### config.mk
export PLATFORM = sky130hd
export DESIGN_NAME = rcwar_regs
export DESIGN_NICKNAME = d
export VERILOG_FILES = /design/src/rcwar_pkg.sv /design/src/rcwar_regs.sv /design/src/rcwar_corr.sv
export VERILOG_INCLUDE_DIRS = /design/src
export SDC_FILE = /design/constraint.sdc
export NUM_CORES = 1
export LEC_CHECK = 0
export ABC_AREA = 1
export BUFFER_PORTS_ARGS = -buffer_cell sky130_fd_sc_hd__buf_2
export CORE_MARGIN = 3
export CORE_UTILIZATION = 40
export CTS_CLUSTER_DIAMETER = 100
export DETAILED_ROUTE_END_ITERATION = 7
export PLACE_DENSITY = 0.59
export REMOVE_ABC_BUFFERS = 1
export SLEW_MARGIN = 20
export SYNTH_ARGS = -nofsm -noshare
export SYNTH_HDL_FRONTEND = slang
export SYNTH_HIERARCHICAL = 1
export SYNTH_SLANG_ARGS = --single-unit
### constraint.sdc
create_clock -name ref_clk -period 2 [get_ports ref_clk]
set_input_delay 0.4 -clock ref_clk [delete_from_list [all_inputs] [get_ports ref_clk]]
set_output_delay 0.4 -clock ref_clk [all_outputs]
set_load 0.03 [all_outputs]
### src/rcwar_map.svh
// Register offsets, field positions, reset values and counts of the register bank.
`ifndef RCWAR_MAP_SVH
`define RCWAR_MAP_SVH
`define RCWAR_ADDR_THR_LOW    6'h19
`define RCWAR_ADDR_THR_HIGH   6'h1a
`define RCWAR_ADDR_WAKE_EN    6'h1c
`define RCWAR_ADDR_WAKE_ST    6'h1d
`define RCWAR_ADDR_ANALOG     6'h20
`define RCWAR_ADDR_TRIM_LO    6'h2e
`define RCWAR_ADDR_TRIM_HI    6'h2f
`define RCWAR_MID_PAGE        4'hf
`define RCWAR_RST_THR_LOW     7'h08
`define RCWAR_RST_THR_HIGH    7'h38
`define RCWAR_RST_WAKE_EN     1'b0
`define RCWAR_RST_WAKE_ST     1'b1
`define RCWAR_RST_TRIM        8'h00
`define RCWAR_AN_REG_WR       6
`define RCWAR_AN_MID_RD       5
`define RCWAR_AN_AMP_ON       2
`define RCWAR_AN_AMP_INV      1
`define RCWAR_AN_SOFT_RST     0
`define RCWAR_HDR_WRITE       7
`define RCWAR_HDR_INC         6
`define RCWAR_LAST_BIT        3'h7
`define RCWAR_READY_CYCLES    16
`define RCWAR_CODE_LEN        64
`define RCWAR_COUNT_W         7
`endif

### src/rcwar_pkg.sv
// Types shared by the register bank and its correlator decision stage.
package rcwar_pkg;
  typedef struct packed {
    logic [6:0] thr_high;
    logic [6:0] thr_low;
  } rcwar_thresh_t;

  typedef struct packed {
    logic reg_write_en;
    logic mid_read_en;
    logic amp_control_output_on;
    logic amp_control_polarity;
  } rcwar_analog_t;

  typedef struct packed {
    logic [7:0] trim_hi;
    logic [7:0] trim_lo;
  } rcwar_trim_t;

  typedef enum logic [1:0] {
    RCWAR_WK_DOWN,
    RCWAR_WK_WAIT,
    RCWAR_WK_UP
  } rcwar_wake_st_t;
endpackage

### src/rcwar_regs.sv
// Serial-port register bank: thresholds, wake-up status and analog control.
// Notes on behaviour
// - High threshold, seven bits, sets matched chips needed to judge a one.
// - A perfect one gives a count equal to the code length, 64 or 32.
// - High threshold 0x38 with 64 chips tolerates eight bad chips.
// - One decisions come from the high threshold alone, zero decisions from the low threshold alone.
// - Low threshold, seven bits, sets the most matched chips allowed for a zero.
// - A wake-up event follows power-down release once the port is ready.
// - Wake enable bit 0 gates the wake-up interrupt.
// - Wake status bit 0 shows a pending wake-up; upper bits read zero.
// - The interrupt request rises when a wake-up condition occurs.
// - Reading the wake status register clears the pending flag.
// - Analog bit 6 unlocks writes to the two trim registers.
// - Analog bit 5 gates reads of the identifier registers.
// - Analog bit 2 enables the amplifier control pin.
// - Analog bit 1 selects amplifier pin polarity, one meaning active low.
// - Writing one to analog bit 0 restores defaults and clears itself.
`timescale 1ns/1ps
`include "rcwar_map.svh"
module rcwar_regs #(
  parameter int          READY_CYCLES = `RCWAR_READY_CYCLES,
  parameter int          CHIPS        = `RCWAR_CODE_LEN,
  parameter logic [31:0] MID_VALUE    = 32'h0000_0000 // Arbitrary value.
) (
  input  wire logic                     ref_clk,
  input  wire logic                     resetn,
  input  wire logic                     spi_sck,
  input  wire logic                     spi_mosi,
  input  wire logic                     spi_ss_n,
  output logic                          spi_miso,
  output logic                          spi_miso_oe,
  input  wire logic                     power_down_pin,
  output logic                          irq,
  input  wire logic                     tx_amp_request,
  output logic                          ext_amp_control_pin,
  output logic                          ext_amp_control_oe,
  output logic                          mid_power_on,
  output rcwar_pkg::rcwar_trim_t        trim_regs,
  input  wire logic                     chip_strobe,
  input  wire logic [CHIPS-1:0]         rx_chips,
  input  wire logic [CHIPS-1:0]         spreading_code,
  input  wire logic                     short_code,
  output logic                          bit_valid,
  output logic                          bit_one,
  output logic                          bit_zero
);
  import rcwar_pkg::*;

  logic           sck_m, sck_s, sck_p, mosi_m, mosi_s, ss_m, ss_s;
  logic           pd_m, pd_s;
  rcwar_wake_st_t wake_st_q;
  logic [15:0]    ready_cnt_q;
  logic           wake_set;
  logic           spi_ready;
  logic           active, sck_rise, sck_fall;
  logic [7:0]     rx_sh_q, rx_byte;
  logic [2:0]     bit_cnt_q;
  logic           hdr_done_q, is_write_q, inc_q;
  logic [5:0]     addr_q;
  logic           byte_done, wr_en, rd_en;
  logic [5:0]     rd_addr;
  logic [7:0]     rd_data, tx_sh_q;
  rcwar_thresh_t  thresh_q;
  logic           wake_en_q, wake_pend_q, soft_rst_q;
  rcwar_analog_t  analog_q;
  rcwar_trim_t    trim_q;

  // Identifier registers occupy the last four offsets of the map.
  function automatic logic is_mid(input logic [5:0] a);
    return a[5:2] == `RCWAR_MID_PAGE;
  endfunction

  // Pins arrive from another domain, so each passes two flip-flops first.
  always_ff @(posedge ref_clk or negedge resetn) begin
    if (!resetn) begin
      {sck_m, sck_s, sck_p} <= 3'h0;
      {mosi_m, mosi_s}      <= 2'h0;
      {ss_m, ss_s}          <= 2'h3;
      {pd_m, pd_s}          <= 2'h0;
    end else begin
      {sck_m, sck_s, sck_p} <= {spi_sck, sck_m, sck_s};
      {mosi_m, mosi_s}      <= {spi_mosi, mosi_m};
      {ss_m, ss_s}          <= {spi_ss_n, ss_m};
      {pd_m, pd_s}          <= {power_down_pin, pd_m};
    end
  end

  // The port is not ready until the release delay has passed.
  always_ff @(posedge ref_clk or negedge resetn) begin
    if (!resetn) begin
      wake_st_q   <= RCWAR_WK_UP;
      ready_cnt_q <= 16'h0000;
    end else begin
      case (wake_st_q)
        RCWAR_WK_UP: begin
          if (pd_s) begin
            wake_st_q <= RCWAR_WK_DOWN;
          end
        end
        RCWAR_WK_DOWN: begin
          ready_cnt_q <= 16'h0000;
          if (!pd_s) begin
            wake_st_q <= RCWAR_WK_WAIT;
          end
        end
        RCWAR_WK_WAIT: begin
          if (pd_s) begin
            wake_st_q <= RCWAR_WK_DOWN;
          end else if (ready_cnt_q == 16'(READY_CYCLES - 1)) begin
            wake_st_q <= RCWAR_WK_UP;
          end else begin
            ready_cnt_q <= ready_cnt_q + 16'h0001;
          end
        end
        default: begin
          wake_st_q <= RCWAR_WK_DOWN;
        end
      endcase
    end
  end

  assign wake_set  = wake_st_q == RCWAR_WK_WAIT && !pd_s
                     && ready_cnt_q == 16'(READY_CYCLES - 1);
  assign spi_ready = wake_st_q == RCWAR_WK_UP;
  assign active    = !ss_s && spi_ready;
  assign sck_rise  = active && sck_s && !sck_p;
  assign sck_fall  = active && !sck_s && sck_p;
  assign rx_byte   = {rx_sh_q[6:0], mosi_s};
  assign byte_done = sck_rise && bit_cnt_q == `RCWAR_LAST_BIT;

  // Decode of a completed byte into a write or a read-ahead of the next byte.
  always_comb begin
    wr_en   = 1'b0;
    rd_en   = 1'b0;
    rd_addr = addr_q;
    if (byte_done) begin
      if (!hdr_done_q) begin
        rd_en   = !rx_byte[`RCWAR_HDR_WRITE];
        rd_addr = rx_byte[5:0];
      end else if (is_write_q) begin
        wr_en = 1'b1;
      end else begin
        rd_en   = 1'b1;
        rd_addr = inc_q ? addr_q + 6'h01 : addr_q;
      end
    end
  end

  always_comb begin
    rd_data = 8'h00;
    case (rd_addr)
      `RCWAR_ADDR_THR_LOW:  rd_data = {1'b0, thresh_q.thr_low};
      `RCWAR_ADDR_THR_HIGH: rd_data = {1'b0, thresh_q.thr_high};
      `RCWAR_ADDR_WAKE_EN:  rd_data = {7'h00, wake_en_q};
      `RCWAR_ADDR_WAKE_ST:  rd_data = {7'h00, wake_pend_q};
      `RCWAR_ADDR_ANALOG:   rd_data = {1'b0, analog_q.reg_write_en,
                                       analog_q.mid_read_en, 2'h0,
                                       analog_q.amp_control_output_on,
                                       analog_q.amp_control_polarity, 1'b0};
      `RCWAR_ADDR_TRIM_LO:  rd_data = trim_q.trim_lo;
      `RCWAR_ADDR_TRIM_HI:  rd_data = trim_q.trim_hi;
      default: begin
        if (is_mid(rd_addr) && analog_q.mid_read_en) begin
          rd_data = MID_VALUE[8*rd_addr[1:0] +: 8];
        end
      end
    endcase
  end

  // Serial shifter: mode 0, most significant bit first.
  always_ff @(posedge ref_clk or negedge resetn) begin
    if (!resetn) begin
      rx_sh_q    <= 8'h00;
      bit_cnt_q  <= 3'h0;
      hdr_done_q <= 1'b0;
      is_write_q <= 1'b0;
      inc_q      <= 1'b0;
      addr_q     <= 6'h00;
    end else if (!active) begin
      bit_cnt_q  <= 3'h0;
      hdr_done_q <= 1'b0;
    end else if (sck_rise) begin
      rx_sh_q   <= rx_byte;
      bit_cnt_q <= bit_cnt_q + 3'h1;
      if (byte_done && !hdr_done_q) begin
        hdr_done_q <= 1'b1;
        is_write_q <= rx_byte[`RCWAR_HDR_WRITE];
        inc_q      <= rx_byte[`RCWAR_HDR_INC];
        addr_q     <= rx_byte[5:0];
      end else if (byte_done && inc_q) begin
        addr_q <= addr_q + 6'h01;
      end
    end
  end

  // The first bit must stand before the next rising edge, so no shift follows
  // the rising edge that completed a byte.
  always_ff @(posedge ref_clk or negedge resetn) begin
    if (!resetn) begin
      tx_sh_q     <= 8'h00;
      spi_miso_oe <= 1'b0;
    end else begin
      spi_miso_oe <= active;
      if (rd_en) begin
        tx_sh_q <= rd_data;
      end else if (sck_fall && bit_cnt_q != 3'h0) begin
        tx_sh_q <= {tx_sh_q[6:0], 1'b0};
      end
    end
  end
  assign spi_miso = tx_sh_q[7];

  // Writable registers; reserved bits are simply not stored.
  always_ff @(posedge ref_clk or negedge resetn) begin
    if (!resetn) begin
      thresh_q   <= '{`RCWAR_RST_THR_HIGH, `RCWAR_RST_THR_LOW};
      wake_en_q  <= `RCWAR_RST_WAKE_EN;
      analog_q   <= '0;
      trim_q     <= '{trim_hi: `RCWAR_RST_TRIM, trim_lo: `RCWAR_RST_TRIM};
      soft_rst_q <= 1'b0;
    end else if (soft_rst_q) begin
      thresh_q   <= '{`RCWAR_RST_THR_HIGH, `RCWAR_RST_THR_LOW};
      wake_en_q  <= `RCWAR_RST_WAKE_EN;
      analog_q   <= '0;
      trim_q     <= '{trim_hi: `RCWAR_RST_TRIM, trim_lo: `RCWAR_RST_TRIM};
      soft_rst_q <= 1'b0;
    end else if (wr_en) begin
      case (addr_q)
        `RCWAR_ADDR_THR_LOW:  thresh_q.thr_low  <= rx_byte[6:0];
        `RCWAR_ADDR_THR_HIGH: thresh_q.thr_high <= rx_byte[6:0];
        `RCWAR_ADDR_WAKE_EN:  wake_en_q <= rx_byte[0];
        `RCWAR_ADDR_ANALOG: begin
          analog_q.reg_write_en <= rx_byte[`RCWAR_AN_REG_WR];
          analog_q.mid_read_en  <= rx_byte[`RCWAR_AN_MID_RD];
          analog_q.amp_control_output_on <= rx_byte[`RCWAR_AN_AMP_ON];
          analog_q.amp_control_polarity  <= rx_byte[`RCWAR_AN_AMP_INV];
          soft_rst_q <= rx_byte[`RCWAR_AN_SOFT_RST];
        end
        `RCWAR_ADDR_TRIM_LO: begin
          if (analog_q.reg_write_en) begin
            trim_q.trim_lo <= rx_byte;
          end
        end
        `RCWAR_ADDR_TRIM_HI: begin
          if (analog_q.reg_write_en) begin
            trim_q.trim_hi <= rx_byte;
          end
        end
        default: begin
        end
      endcase
    end
  end

  // A wake-up arriving in the cycle of a status read is kept pending.
  always_ff @(posedge ref_clk or negedge resetn) begin
    if (!resetn) begin
      wake_pend_q <= `RCWAR_RST_WAKE_ST;
      irq         <= 1'b0;
    end else begin
      if (wake_set || soft_rst_q) begin
        wake_pend_q <= 1'b1;
      end else if (rd_en && rd_addr == `RCWAR_ADDR_WAKE_ST) begin
        wake_pend_q <= 1'b0;
      end
      irq <= wake_en_q && wake_pend_q;
    end
  end

  // Enable and polarity are applied together; the host keeps them apart.
  always_ff @(posedge ref_clk or negedge resetn) begin
    if (!resetn) begin
      ext_amp_control_pin <= 1'b0;
      ext_amp_control_oe  <= 1'b0;
      mid_power_on        <= 1'b0;
    end else begin
      ext_amp_control_oe  <= analog_q.amp_control_output_on;
      ext_amp_control_pin <= analog_q.amp_control_output_on
        && (tx_amp_request ^ analog_q.amp_control_polarity);
      mid_power_on        <= analog_q.mid_read_en;
    end
  end
  assign trim_regs = trim_q;

  rcwar_corr #(
    .CHIPS(CHIPS)
  ) u_corr (
    .ref_clk        (ref_clk),
    .resetn         (resetn),
    .chip_strobe    (chip_strobe),
    .rx_chips       (rx_chips),
    .spreading_code (spreading_code),
    .short_code     (short_code),
    .thresh         (thresh_q),
    .bit_valid      (bit_valid),
    .bit_one        (bit_one),
    .bit_zero       (bit_zero),
    .match_count    ()
  );
endmodule

### src/rcwar_corr.sv
// Correlator decision: counts matched chips and judges one, zero or erased.
`timescale 1ns/1ps
`include "rcwar_map.svh"
module rcwar_corr #(
  parameter int CHIPS = `RCWAR_CODE_LEN
) (
  input  wire logic                        ref_clk,
  input  wire logic                        resetn,
  input  wire logic                        chip_strobe,
  input  wire logic [CHIPS-1:0]            rx_chips,
  input  wire logic [CHIPS-1:0]            spreading_code,
  input  wire logic                        short_code,
  input  wire rcwar_pkg::rcwar_thresh_t    thresh,
  output logic                             bit_valid,
  output logic                             bit_one,
  output logic                             bit_zero,
  output logic [`RCWAR_COUNT_W-1:0]        match_count
);
  import rcwar_pkg::*;

  logic [`RCWAR_COUNT_W-1:0] count_d;

  // A short code uses only the lower half of the chip window.
  function automatic logic [`RCWAR_COUNT_W-1:0] count_matches(
    input logic [CHIPS-1:0] rx,
    input logic [CHIPS-1:0] code,
    input logic             half
  );
    logic [`RCWAR_COUNT_W-1:0] n;
    n = '0;
    for (int i = 0; i < CHIPS; i++) begin
      if ((!half || i < CHIPS / 2) && rx[i] == code[i]) begin
        n = n + 1'b1;
      end
    end
    return n;
  endfunction

  assign count_d = count_matches(rx_chips, spreading_code, short_code);

  always_ff @(posedge ref_clk or negedge resetn) begin
    if (!resetn) begin
      bit_valid   <= 1'b0;
      bit_one     <= 1'b0;
      bit_zero    <= 1'b0;
      match_count <= '0;
    end else begin
      bit_valid <= chip_strobe;
      if (chip_strobe) begin
        match_count <= count_d;
        bit_one     <= count_d >= thresh.thr_high;
        bit_zero    <= count_d <= thresh.thr_low;
      end
    end
  end
endmodule

==> run summary, run 1 <==
The HPWL after detailed placement is 38800 um. The global-route wire length before repair was 84290 um; the via count was 22800. The tools report the number of rows created at floorplan as 81. The worst register-to-register path has a depth of 15. The count of nets left with antenna violations once routing finished came out at 0.

The run gives -23990 ps as the worst setup slack after layout. For this configuration, the core starts out at a cell density of 40.58%. The checks that failed: negative setup slack. The tree is rooted in a clkbuf_16. Summing every instance area after synthesis gives 19870 um^2.

For the finished layout, the period the worst path requires is 25990 ps. Buffers placed on the I/O ports in this run total 161. Internal power comes to 24290 uW. The endpoint identified for the worst register-to-register timing path is tx_sh_q[6]$_DFFE_PN0P_.

In this run, the number of DRC markers left after iteration 0 of detailed routing was 971. The delay of the slowest cell on the worst path was 320 ps; the via density per instance was 4.549. Per report_power, the sequential group accounts for 4.0% of the total. The worst register-to-register path begins at wake_st_q[1]$_DFFE_PN1P_. Entering global routing, the biggest net connects 100 pins. The final layout contains routed wiring with a total length of 50740 um.

The remaining routing DRC violations came out at 0. The tools report the number of global-route vias before repair as 20680. The clock transition at the registers of the reported paths is 70 ps, and the placer congestion estimate is 0.8642. The count of TritonRoute iterations in the first routing pass was 5; the core outline area was 48950 um^2. Cell at the slowest stage of the critical path: ha_1. The run finished, with violations left. The number of nets in the layout is 4565, and the die area is 52370 um^2.

The run gives 0 as the number of max-capacitance violations reported. Net switching is 55.05% of the power. The final critical path takes up 1299% of the cycle. The tools report the global route total overflow as 0. Along the worst path, the maximum fanout reaches 4. Setup repair after global routing could not meet its margin everywhere. Timing would allow up to 38.48 MHz.

For the number of buffers created by CTS, the log shows 9. The global-route usage over all layers came out at 17.77%. The fraction of final layout cells sized beyond drive strength 1 was 45.38%; the slew at the pin with the worst max-slew slack was 517.8 ps. The tools report the tightest hold margin as 93.62 ps.

The most frequent cell on the critical path was nand2_2. In this run the vertical extent of the chip is 228.9 um. The launching element of the worst setup path is spreading_code[1]. The type of the worst setup path was input port to flip-flop.

Power spread over the standard cell area amounts to 1805 nW/um^2. Compared with the post-synthesis result, the final layout area differs by 50.70%. In this run the tightest slew margin relative to its limit is 65.48%. The worst setup path endpoint was u_corr/bit_one$_DFFE_PN0P_. For the number of antenna violations at the first check in global routing, the log shows 0. Kind of start point of the critical path: an input port. For the final routed database, the setup TNS stands at -50230 ps. During I/O placement, the number of pins put on the boundary was 162.

The worst clock skew is 8.433 ps, and the number of endpoints with negative hold slack in the final report is 0. The switching power of the nets was 29750 uW. The filler cell count was 4556; the die width was 228.9 um. The endpoint arrival time on the critical path is 26220 ps, and the Yosys warning count is 6. The post-synthesis area per instance is 5.841 um^2.

In this run the worst hold path is classified as input port to asynchronous set/reset pin. The run gives 0 as the diode insertion count for antenna repair. Setup violations remaining at the end of the flow were counted as 11. The run gives 2230 ps as the data required time of the critical path.

TritonCTS built the clock tree. The H-tree was split into 3 levels. Across the VDD grid, the largest voltage drop is 1381 uV. The leakage component of the power is 0.01603 uW, and the final count of pins violating max slew is 0. Final routed wire length divided by cell count: 10.12 um. The tools report the kind of end point of the critical path as a flip-flop.

Counting along the longest clock path gives a buffer depth of 2. Across all register-to-register paths, the minimum setup slack is -370 ps. Clock tree synthesis found a total of 99 sinks.

The clock reaches the later pin of the worst-skew pair after 350 ps. The clock network accounts for 3.5% of the total power. Combinational cells account for 92.5% of the total power. The tools report the number of standard cells after synthesis as 3401.
## worst min path at each step
stage | startpoint | endpoint | slack [ps]
floorplan | resetn | addr_q[0]$_DFFE_PN0P_ | 100
global placement | ss_m$_DFF_PN1_ | ss_s$_DFF_PN1_ | 350
detailed placement | pd_m$_DFF_PN0_ | pd_s$_DFF_PN0_ | 340
CTS | resetn | trim_regs[2]$_DFFE_PN0P_ | 120
global route | spi_ss_n | ss_m$_DFF_PN1_ | 130
finish | resetn | trim_regs[10]$_DFFE_PN0P_ | 90
## critical path: cells and delay by family
family / cells / cell delay [ps]
AO/OA/AOI/OAI: 35 / 4480
XOR/XNOR: 11 / 1500
adder cells (fa/ha/maj): 33 / 8230
buffers and inverters: 17 / 1060
AND/OR/NAND/NOR: 105 / 10580
## repair_timing
item,4_1_cts,5_1_grt
endpoints found under the hold margin,0,0
buffers inserted,44,65
endpoints found under the setup margin,31,46
gates cloned,3,1
hold buffers,0,0
pin swaps,81,348
gates resized for setup,118,440
## layout make-up
cell class | instances | area [um^2] | area share, %
multi-input cells | 2674 | 17010 | 56.81
repair buffers | 944 | 6907 | 23.07
flip-flops and latches | 99 | 2487 | 8.309
inverters | 613 | 2354 | 7.862
well taps | 664 | 830.8 | 2.775
clock buffers | 10 | 239.0 | 0.7983
clock inverters | 6 | 93.84 | 0.3135
repair inverters | 2 | 18.77 | 0.06269
## metal layers
layer	track usage [%]	vias to the layer above	routed length (um)
met4	3.078	0	922
met2	32.76	290	25060
met3	1.047	76	1296
li1	-	12610	-
met5	0	-	0
met1	23.11	9825	23460
## power by group through the flow
stage	Combinational (uW)	Sequential (uW)	Clock (uW)
after floorplan	34500	2240	0
after global placement	45300	2190	0
after detailed placement	46100	2190	0
after CTS	47100	2150	1960
after global routing	57000	2160	2040
final	50000	2150	1910
## flip-flops by register name, summed over array words and instances (netlist names), 2 cells and up
signal,flops
thresh_q,14
addr_q,6
rx_sh_q,7
ready_cnt_q,16
trim_regs,16
tx_sh_q,8
bit_cnt_q,3
analog_q,4
wake_st_q,2
## metrics by stage
stage,std cells,utilization [%],instance area (um^2),total power [uW],worst slack (ps)
detailed placement,4891,54.24,26550,48270,-28030
floorplan,3385,-,19790,36730,-26180
CTS,4953,56.53,27670,51230,-26030
global route,5012,61.16,29940,61210,-25530
finish,5012,61.16,29940,54050,-23990
global placement,4891,54.24,26550,47510,-27440
## cells in the final DEF, fill, tap and decap left out, types with 71 or more instances in the layout
| cell | instances |
|---|---|
| buf_2 | 156 |
| nand2_2 | 347 |
| dfrtp_1 | 91 |
| nand2_1 | 768 |
| inv_2 | 71 |
| nand3_1 | 409 |
| nor2_1 | 304 |
| nand2_4 | 119 |
| inv_1 | 522 |
| nand3_2 | 190 |
| buf_4 | 750 |
Power figures use the tool's default switching activity.
==> run 2: changes to the inputs <==
- CELL_PAD_IN_SITES_DETAIL_PLACEMENT: unset -> 0
- CELL_PAD_IN_SITES_GLOBAL_PLACEMENT: unset -> 1
- PLACE_DENSITY: 0.59 -> 0.8
- clock period: 2 -> 23.4 ns (I/O delays scaled with it)
==> run 2 against run 1 <==
  * The run still ends with negative setup slack left
  * Non-clock buffer count is 329 lower
  * Register-to-register slack better by 21000 ps
  * Setup slack better by 17000 ps
  * Worst hold slack better by 260 ps
  * Via count is 6.2% lower
  * Utilization is 6.9 points lower
  * Critical path type unchanged
  * Critical endpoint unchanged
  * Largest power group unchanged
==> run summary, run 2 (same netlist as run 1, synthesis figures left out) <==
Most frequent cell on the critical path: nand2_2 (unchanged). Final count of pins violating max slew: 0 (unchanged). The die width was 228.9 um (unchanged). The final period demand of the worst path was 30630 ps. For the core outline area, the log shows 48950 um^2 (unchanged). The run gives 0 (unchanged) as the remaining routing DRC violations. Worst slew margin relative to its limit: 38.84% (was 65.48%). Leakage component of the power: 0.01426 uW (was 0.01603 uW).

The run gives 0 (unchanged) as the number of endpoints with negative hold slack in the final report. The areal power density over the cells came out at 168.9 nW/um^2 (was 1805 nW/um^2). The sum of net half-perimeters after detailed placement came out at 37820 um (was 38800 um). The run gives 0 (unchanged) as the global route total overflow. The worst setup slack after layout came out at -7227 ps (was -23990 ps). Violated checks: negative setup slack (unchanged). The kind of start point of the critical path is an input port (unchanged). For the global-route wire length before repair, the log shows 81070 um (was 84290 um). For the CTS H-tree depth, the log shows 3 (unchanged).

The leading cell type in the layout, fill and taps excluded was nand2_1 (unchanged). The number of setup violations in the final report is 2 (was 11). The global-route usage over all layers is 17.01% (was 17.77%), and the maximum number of buffers from clock root to sink is 2 (unchanged). The tools report the placer congestion estimate as 0.8296 (was 0.8642). The number of top-level design ports came out at 162 (unchanged).

The initial core utilization is 40.58% (unchanged), and the number of sinks on the clock net is 99 (unchanged). Layout overhead on the synthesized area: 33.70% (was 50.70%). The kind of end point of the critical path was a flip-flop (unchanged). Vertical die dimension: 228.9 um (unchanged). The number of max-capacitance violations reported is 0 (unchanged). For the die area, the log shows 52370 um^2 (unchanged). The cell at the slowest stage of the critical path was ha_1 (unchanged). TritonCTS built the clock tree. The number of rows created at floorplan was 81 (unchanged). The final total power is 4486 uW (was 54050 uW), and the initial DRC count is 787 (was 971).

Final routed wire length divided by cell count: 9.976 um (was 10.12 um). The count of TritonRoute iterations in the first routing pass came out at 5 (unchanged). The slew at the pin with the worst max-slew slack is 917.4 ps (was 517.8 ps), and the fraction of final layout cells sized beyond drive strength 1 is 38.47% (was 45.38%). The worst clock skew was 10.07 ps (was 8.433 ps). The number of antenna violations at the first check in global routing is 0 (unchanged), and the via density per instance is 4.570 (was 4.549). The logs give 2487 um^2 (unchanged) for the sequential cell area and 16340 um^2 (was 17010 um^2) for the area of the multi-input gates. The logs give 30870 ps (was 26220 ps) for the endpoint arrival time on the critical path and 54.26% (was 61.16%) for the share of the core filled with cells. Number of global-route vias before repair: 19470 (was 20680). The diode insertion count for antenna repair is 0 (unchanged). The logs give 4680 (was 5012) for the final instance count without filler cells and 9 (unchanged) for the number of buffers created by CTS. The sum of routed wire length over all layers was 46690 um (was 50740 um). Highest net fanout along the worst path: 4 (unchanged). The clock latency at the later pin of the worst-skew pair is 350 ps (about the same). For the number of cells in the design after placement, the log shows 4612 (was 4891).

The delay of the slowest cell on the worst path came out at 310 ps (was 320 ps). Top library cells by usage in the layout, fill and taps aside: nand2_1, inv_1, buf_4 (was nand2_1, buf_4, inv_1). Dividing the final minimum period by the clock period gives 130.9%. Derived from the worst setup path, the maximum achievable clock frequency is 32.65 MHz. Setup repair after global routing could not meet its margin everywhere. The flow ran to the end, but the final reports show violations. The tools report the maximum number of pins on one net before global-route repair as 75 (was 100). The clock transition at the registers of the reported paths was 70 ps (about the same).

The quantity of I/O buffers inserted on ports is 161 (unchanged). The filler cell count was 5043 (was 4556). The maximum ir drop on the vdd rail is 117.9 uV (was 1381 uV).

Type of the worst setup path: input port to flip-flop (unchanged). The via count is 21390 (was 22800), and the data required time of the critical path is 23650 ps (was 2230 ps). The number of nets in the layout is 4233 (was 4565). Path class of the lowest-slack min-delay path: flip-flop to flip-flop (was input port to asynchronous set/reset pin). The cell at the root of the clock tree is clkbuf_16 (unchanged).

The post-detailed-route count of antenna-violating nets is 0 (unchanged).
## run 2: changes by cell type in the layout (fill, tap and decap cells not counted), sizes merged
cell	previous run	this run
clkbuf	10	11
buf	944	615
nor2	395	394
bufinv	2	1
clkinv	7	9
inv	611	607
## run 2: area by class of cell
cell class              count  share of cell area (%)
clock inverters             5                  0.2261
inverters                 613                   8.757
flip-flops and latches     99                   9.365
repair buffers            615                   16.05
multi-input cells        2673                   61.52
well taps                 664                   3.128
clock buffers              11                  0.9516
## run 2: layer usage
| metal | wire length (um) | up-vias | GRT usage, % |
|---|---|---|---|
| met4 | 378 | 0 | 2.392 |
| li1 | - | 11940 | - |
| met3 | 894 | 25 | 0.6730 |
| met2 | 22390 | 189 | 30.24 |
| met1 | 23030 | 9228 | 23.44 |
| met5 | 0 | - | 0 |
## run 2: worst max-delay path: cells and delay by family
| kind | cells | cell delay [ps] |
|---|---|---|
| adder cells (fa/ha/maj) | 34 | 8590 |
| AND/OR/NAND/NOR | 101 | 10140 |
| buffers and inverters | 17 | 1020 |
| AO/OA/AOI/OAI | 37 | 4820 |
| XOR/XNOR | 11 | 1530 |
## run 2: stage by stage
| stage | setup TNS [ps] | instance area [um^2] | hold slack [ps] | setup WS (ps) |
|---|---|---|---|---|
| after floorplan | -17810 | 19790 | 331.2 | -9059 |
| after global placement | -20810 | 24440 | 344.0 | -10510 |
| after detailed placement | -21660 | 24440 | 340.2 | -10950 |
| after CTS | -17920 | 25110 | 360.7 | -9052 |
| after global routing | -17650 | 26560 | 366.7 | -8875 |
| final | -14210 | 26560 | 353.2 | -7227 |
## run 2: repair_timing
item	4_1_cts	5_1_grt
gates resized for setup	65	304
setup buffers	24	31
pin swaps	45	247
hold buffers	0	0
endpoints found under the setup margin	2	2
## run 2: power by group
part | switching, uW | internal (uW) | leakage (uW)
Combinational | 2440 | 1700 | 0.0128
Sequential | 5.55 | 180 | 0.00133
Clock | 65.1 | 89.1 | 0.000152
## run 2: final timing paths
path | startpoint | to | slack, ps | cells past startpoint
min | sck_m$_DFF_PN0_ | sck_s$_DFF_PN0_ | 350 | 0
min reg2reg | sck_m$_DFF_PN0_ | sck_s$_DFF_PN0_ | 350 | 0
min in group asynchronous | resetn | tx_sh_q[4]$_DFFE_PN0P_ | 4220 | 1
max reg2reg | bit_cnt_q[0]$_DFFE_PN0P_ | tx_sh_q[4]$_DFFE_PN0P_ | 20670 | 14
max in group asynchronous | resetn | addr_q[3]$_DFFE_PN0P_ | 17950 | 2
max | spreading_code[1] | u_corr/bit_one$_DFFE_PN0P_ | -7230 | 200
==> run 3: changes to the inputs <==
- CELL_PAD_IN_SITES_DETAIL_PLACEMENT: 0 -> unset
- CELL_PAD_IN_SITES_GLOBAL_PLACEMENT: 1 -> unset
- PLACE_DENSITY: 0.8 -> 0.59
==> run 3 against run 2 <==
  * The flow still finishes with violations (negative setup slack)
  * Setup slack got worse by 67 ps
  * Cell count increased by 0.32%
  * Worst hold slack improved by 4.3 ps
  * Count of clock-buffer cells in the layout decreased by 1
  * Utilization increased by 0.23 points
  * Sequential cell count unchanged
  * Routed wire length decreased by 0.92%
  * Largest cell class unchanged
  * Highest routed layer unchanged
==> run summary, run 3 (same netlist as run 1, synthesis figures left out) <==
The sum of routed wire length over all layers was 46260 um (was 46690 um); the slew at the pin with the worst max-slew slack was 715.2 ps (was 917.4 ps). The highest clock rate is 32.58 MHz (was 32.65 MHz). The logs give 0 (unchanged) for the remaining routing DRC violations and 350 ps (about the same) for the clock latency at the later pin of the worst-skew pair. The final routed wire length divided by cell count is 9.853 um (was 9.976 um), and the die width is 228.9 um (unchanged). The logs give 357.5 ps (was 353.2 ps) for the tightest hold margin and 9 (unchanged) for the number of buffers created by CTS. The highest net fanout along the worst path was 4 (unchanged); the number of endpoints with negative hold slack in the final report was 0 (unchanged). The tools report the launch instance of the worst min-delay path as sck_m$_DFF_PN0_ (unchanged). The core outline area is 48950 um^2 (unchanged). The logs give 40.58% (unchanged) for the initial core utilization and 80720 um (was 81070 um) for the global-route wire length before repair.

The data required time of the critical path is 23630 ps (was 23650 ps). The final period demand of the worst path is 30690 ps (was 30630 ps), and the quantity of I/O buffers inserted on ports is 161 (unchanged). The initial DRC count is 810 (was 787), and the number of nets in the layout is 4248 (was 4233). The layout overhead on the synthesized area works out to 34.26% (was 33.70%). Leading cell type in the layout, fill and taps excluded: nand2_1 (unchanged). The tools report the kind of start point of the critical path as an input port (unchanged). The CTS H-tree depth came out at 3 (unchanged). The fraction of final layout cells sized beyond drive strength 1 was 38.50% (was 38.47%); the die area was 52370 um^2 (unchanged). Number of sinks on the clock net: 99 (unchanged). The post-detailed-route count of antenna-violating nets was 0 (unchanged). The type of the worst setup path is input port to flip-flop (unchanged). Final count of pins violating max slew: 0 (unchanged). The logs give 54.48% (was 54.26%) for the share of the core filled with cells and 81 (unchanged) for the number of rows created at floorplan. The launching element of the worst setup path is spreading_code[0] (was spreading_code[1]). Setup repair after global routing could not meet its margin everywhere. The clock transition at the registers of the reported paths is 70 ps (about the same). The number of global-route vias before repair is 19640 (was 19470). The number of antenna violations at the first check in global routing came out at 1 (was 0).

The kind of end point of the critical path was a flip-flop (unchanged). The tools report the sum of net half-perimeters after detailed placement as 37310 um (was 37820 um). Via count: 21360 (was 21390). Via density per instance: 4.550 (was 4.570). The endpoint arrival time on the critical path was 30930 ps (was 30870 ps). The tools report the global route total overflow as 0 (unchanged). Violated checks: negative setup slack (unchanged). The number of setup violations in the final report was 2 (unchanged). Top library cells by usage in the layout, fill and taps aside: nand2_1, inv_1, buf_4 (unchanged). Diode insertion count for antenna repair: 0 (unchanged). The tools report the launching point of the worst reg2reg path as bit_cnt_q[1]$_DFFE_PN0P_ (was bit_cnt_q[0]$_DFFE_PN0P_).

The vertical die dimension was 228.9 um (unchanged); the number of top-level design ports was 162 (unchanged). TritonCTS built the clock tree. The logs give 53 (was 75) for the maximum number of pins on one net before global-route repair and -7293 ps (was -7227 ps) for the worst setup slack after layout. The delay of the slowest cell on the worst path works out to 310 ps (about the same). The cell at the slowest stage of the critical path is ha_1 (unchanged). The count of TritonRoute iterations in the first routing pass came out at 5 (unchanged). The logs give 16.91% (was 17.01%) for the global-route usage over all layers and 2 (unchanged) for the maximum number of buffers from clock root to sink. The tools report the placer congestion estimate as 0.8557 (was 0.8296). For the number of max-capacitance violations reported, the log shows 0 (unchanged).

The path class of the lowest-slack min-delay path is flip-flop to flip-flop (unchanged). The share of the cycle needed by the critical path after routing works out to 131.2% (was 130.9%). The run finished, with violations left.

The worst slew margin relative to its limit was 52.15% (was 38.84%); the worst clock skew was 8.276 ps (was 10.07 ps). The most frequent cell on the critical path is nand2_2 (unchanged). The tools report the cell at the root of the clock tree as clkbuf_16 (unchanged).
## run 3: through the flow
stage / TNS [ps] / std cells / instance area [um^2] / setup slack [ps]
2_1_floorplan: -17810 / 3385 / 19790 / -9059
3_3_place_gp: -20700 / 4622 / 24520 / -10450
3_5_place_dp: -21660 / 4622 / 24520 / -10950
4_1_cts: -18230 / 4668 / 25260 / -9230
5_1_grt: -17790 / 4695 / 26670 / -9012
6_report: -14270 / 4695 / 26670 / -7293
## run 3: worst max-delay path: cells and delay by family
family	cells	cell delay, ps
compound gates	33	4240
fa+ha+maj	32	7970
xor+xnor	9	1170
simple gates	107	10420
buf+inv	26	2400
## run 3: per-layer routing
layer | routed length [um] | vias up | track usage [%]
met5 | 0 | - | 0
met4 | 471 | 0 | 2.314
met3 | 802 | 36 | 0.8475
met2 | 22380 | 189 | 30.72
met1 | 22610 | 9185 | 22.67
li1 | - | 11950 | -
## run 3: timing repair
item / in CTS / in global routing
hold buffers: 0 / 0
setup endpoints to repair: 2 / 2
pin swaps: 38 / 243
gates cloned: 0 / 0
setup buffers: 30 / 29
endpoints found under the hold margin: 0 / 0
gates resized for setup: 56 / 300
## run 3: cell type report
cell class / count / area, um^2
Sequential cell: 99 / 2487
Multi-Input combinational cell: 2673 / 16290
Clock buffer: 10 / 239.0
Fill cell: 5036 / 22280
Clock inverter: 6 / 118.9
Tap cell: 664 / 830.8
Inverter: 613 / 2326
Timing Repair Buffer: 630 / 4377
## run 3: worst paths after layout
check | to | slack [ps] | depth (start not counted)
setup / recovery | u_corr/bit_one$_DFFE_PN0P_ | -7290 | 207
hold / removal | sck_s$_DFF_PN0_ | 360 | 0
setup reg to reg | tx_sh_q[6]$_DFFE_PN0P_ | 20720 | 14
hold reg to reg | sck_s$_DFF_PN0_ | 360 | 0
max in group asynchronous | ready_cnt_q[10]$_DFFE_PN0P_ | 18010 | 2
min in group asynchronous | trim_regs[2]$_DFFE_PN0P_ | 4340 | 1
Power of run 3 is left out: the tool's default activity adds up to more than one toggle a clock period on the data nets, which glitch-free logic cannot reach.
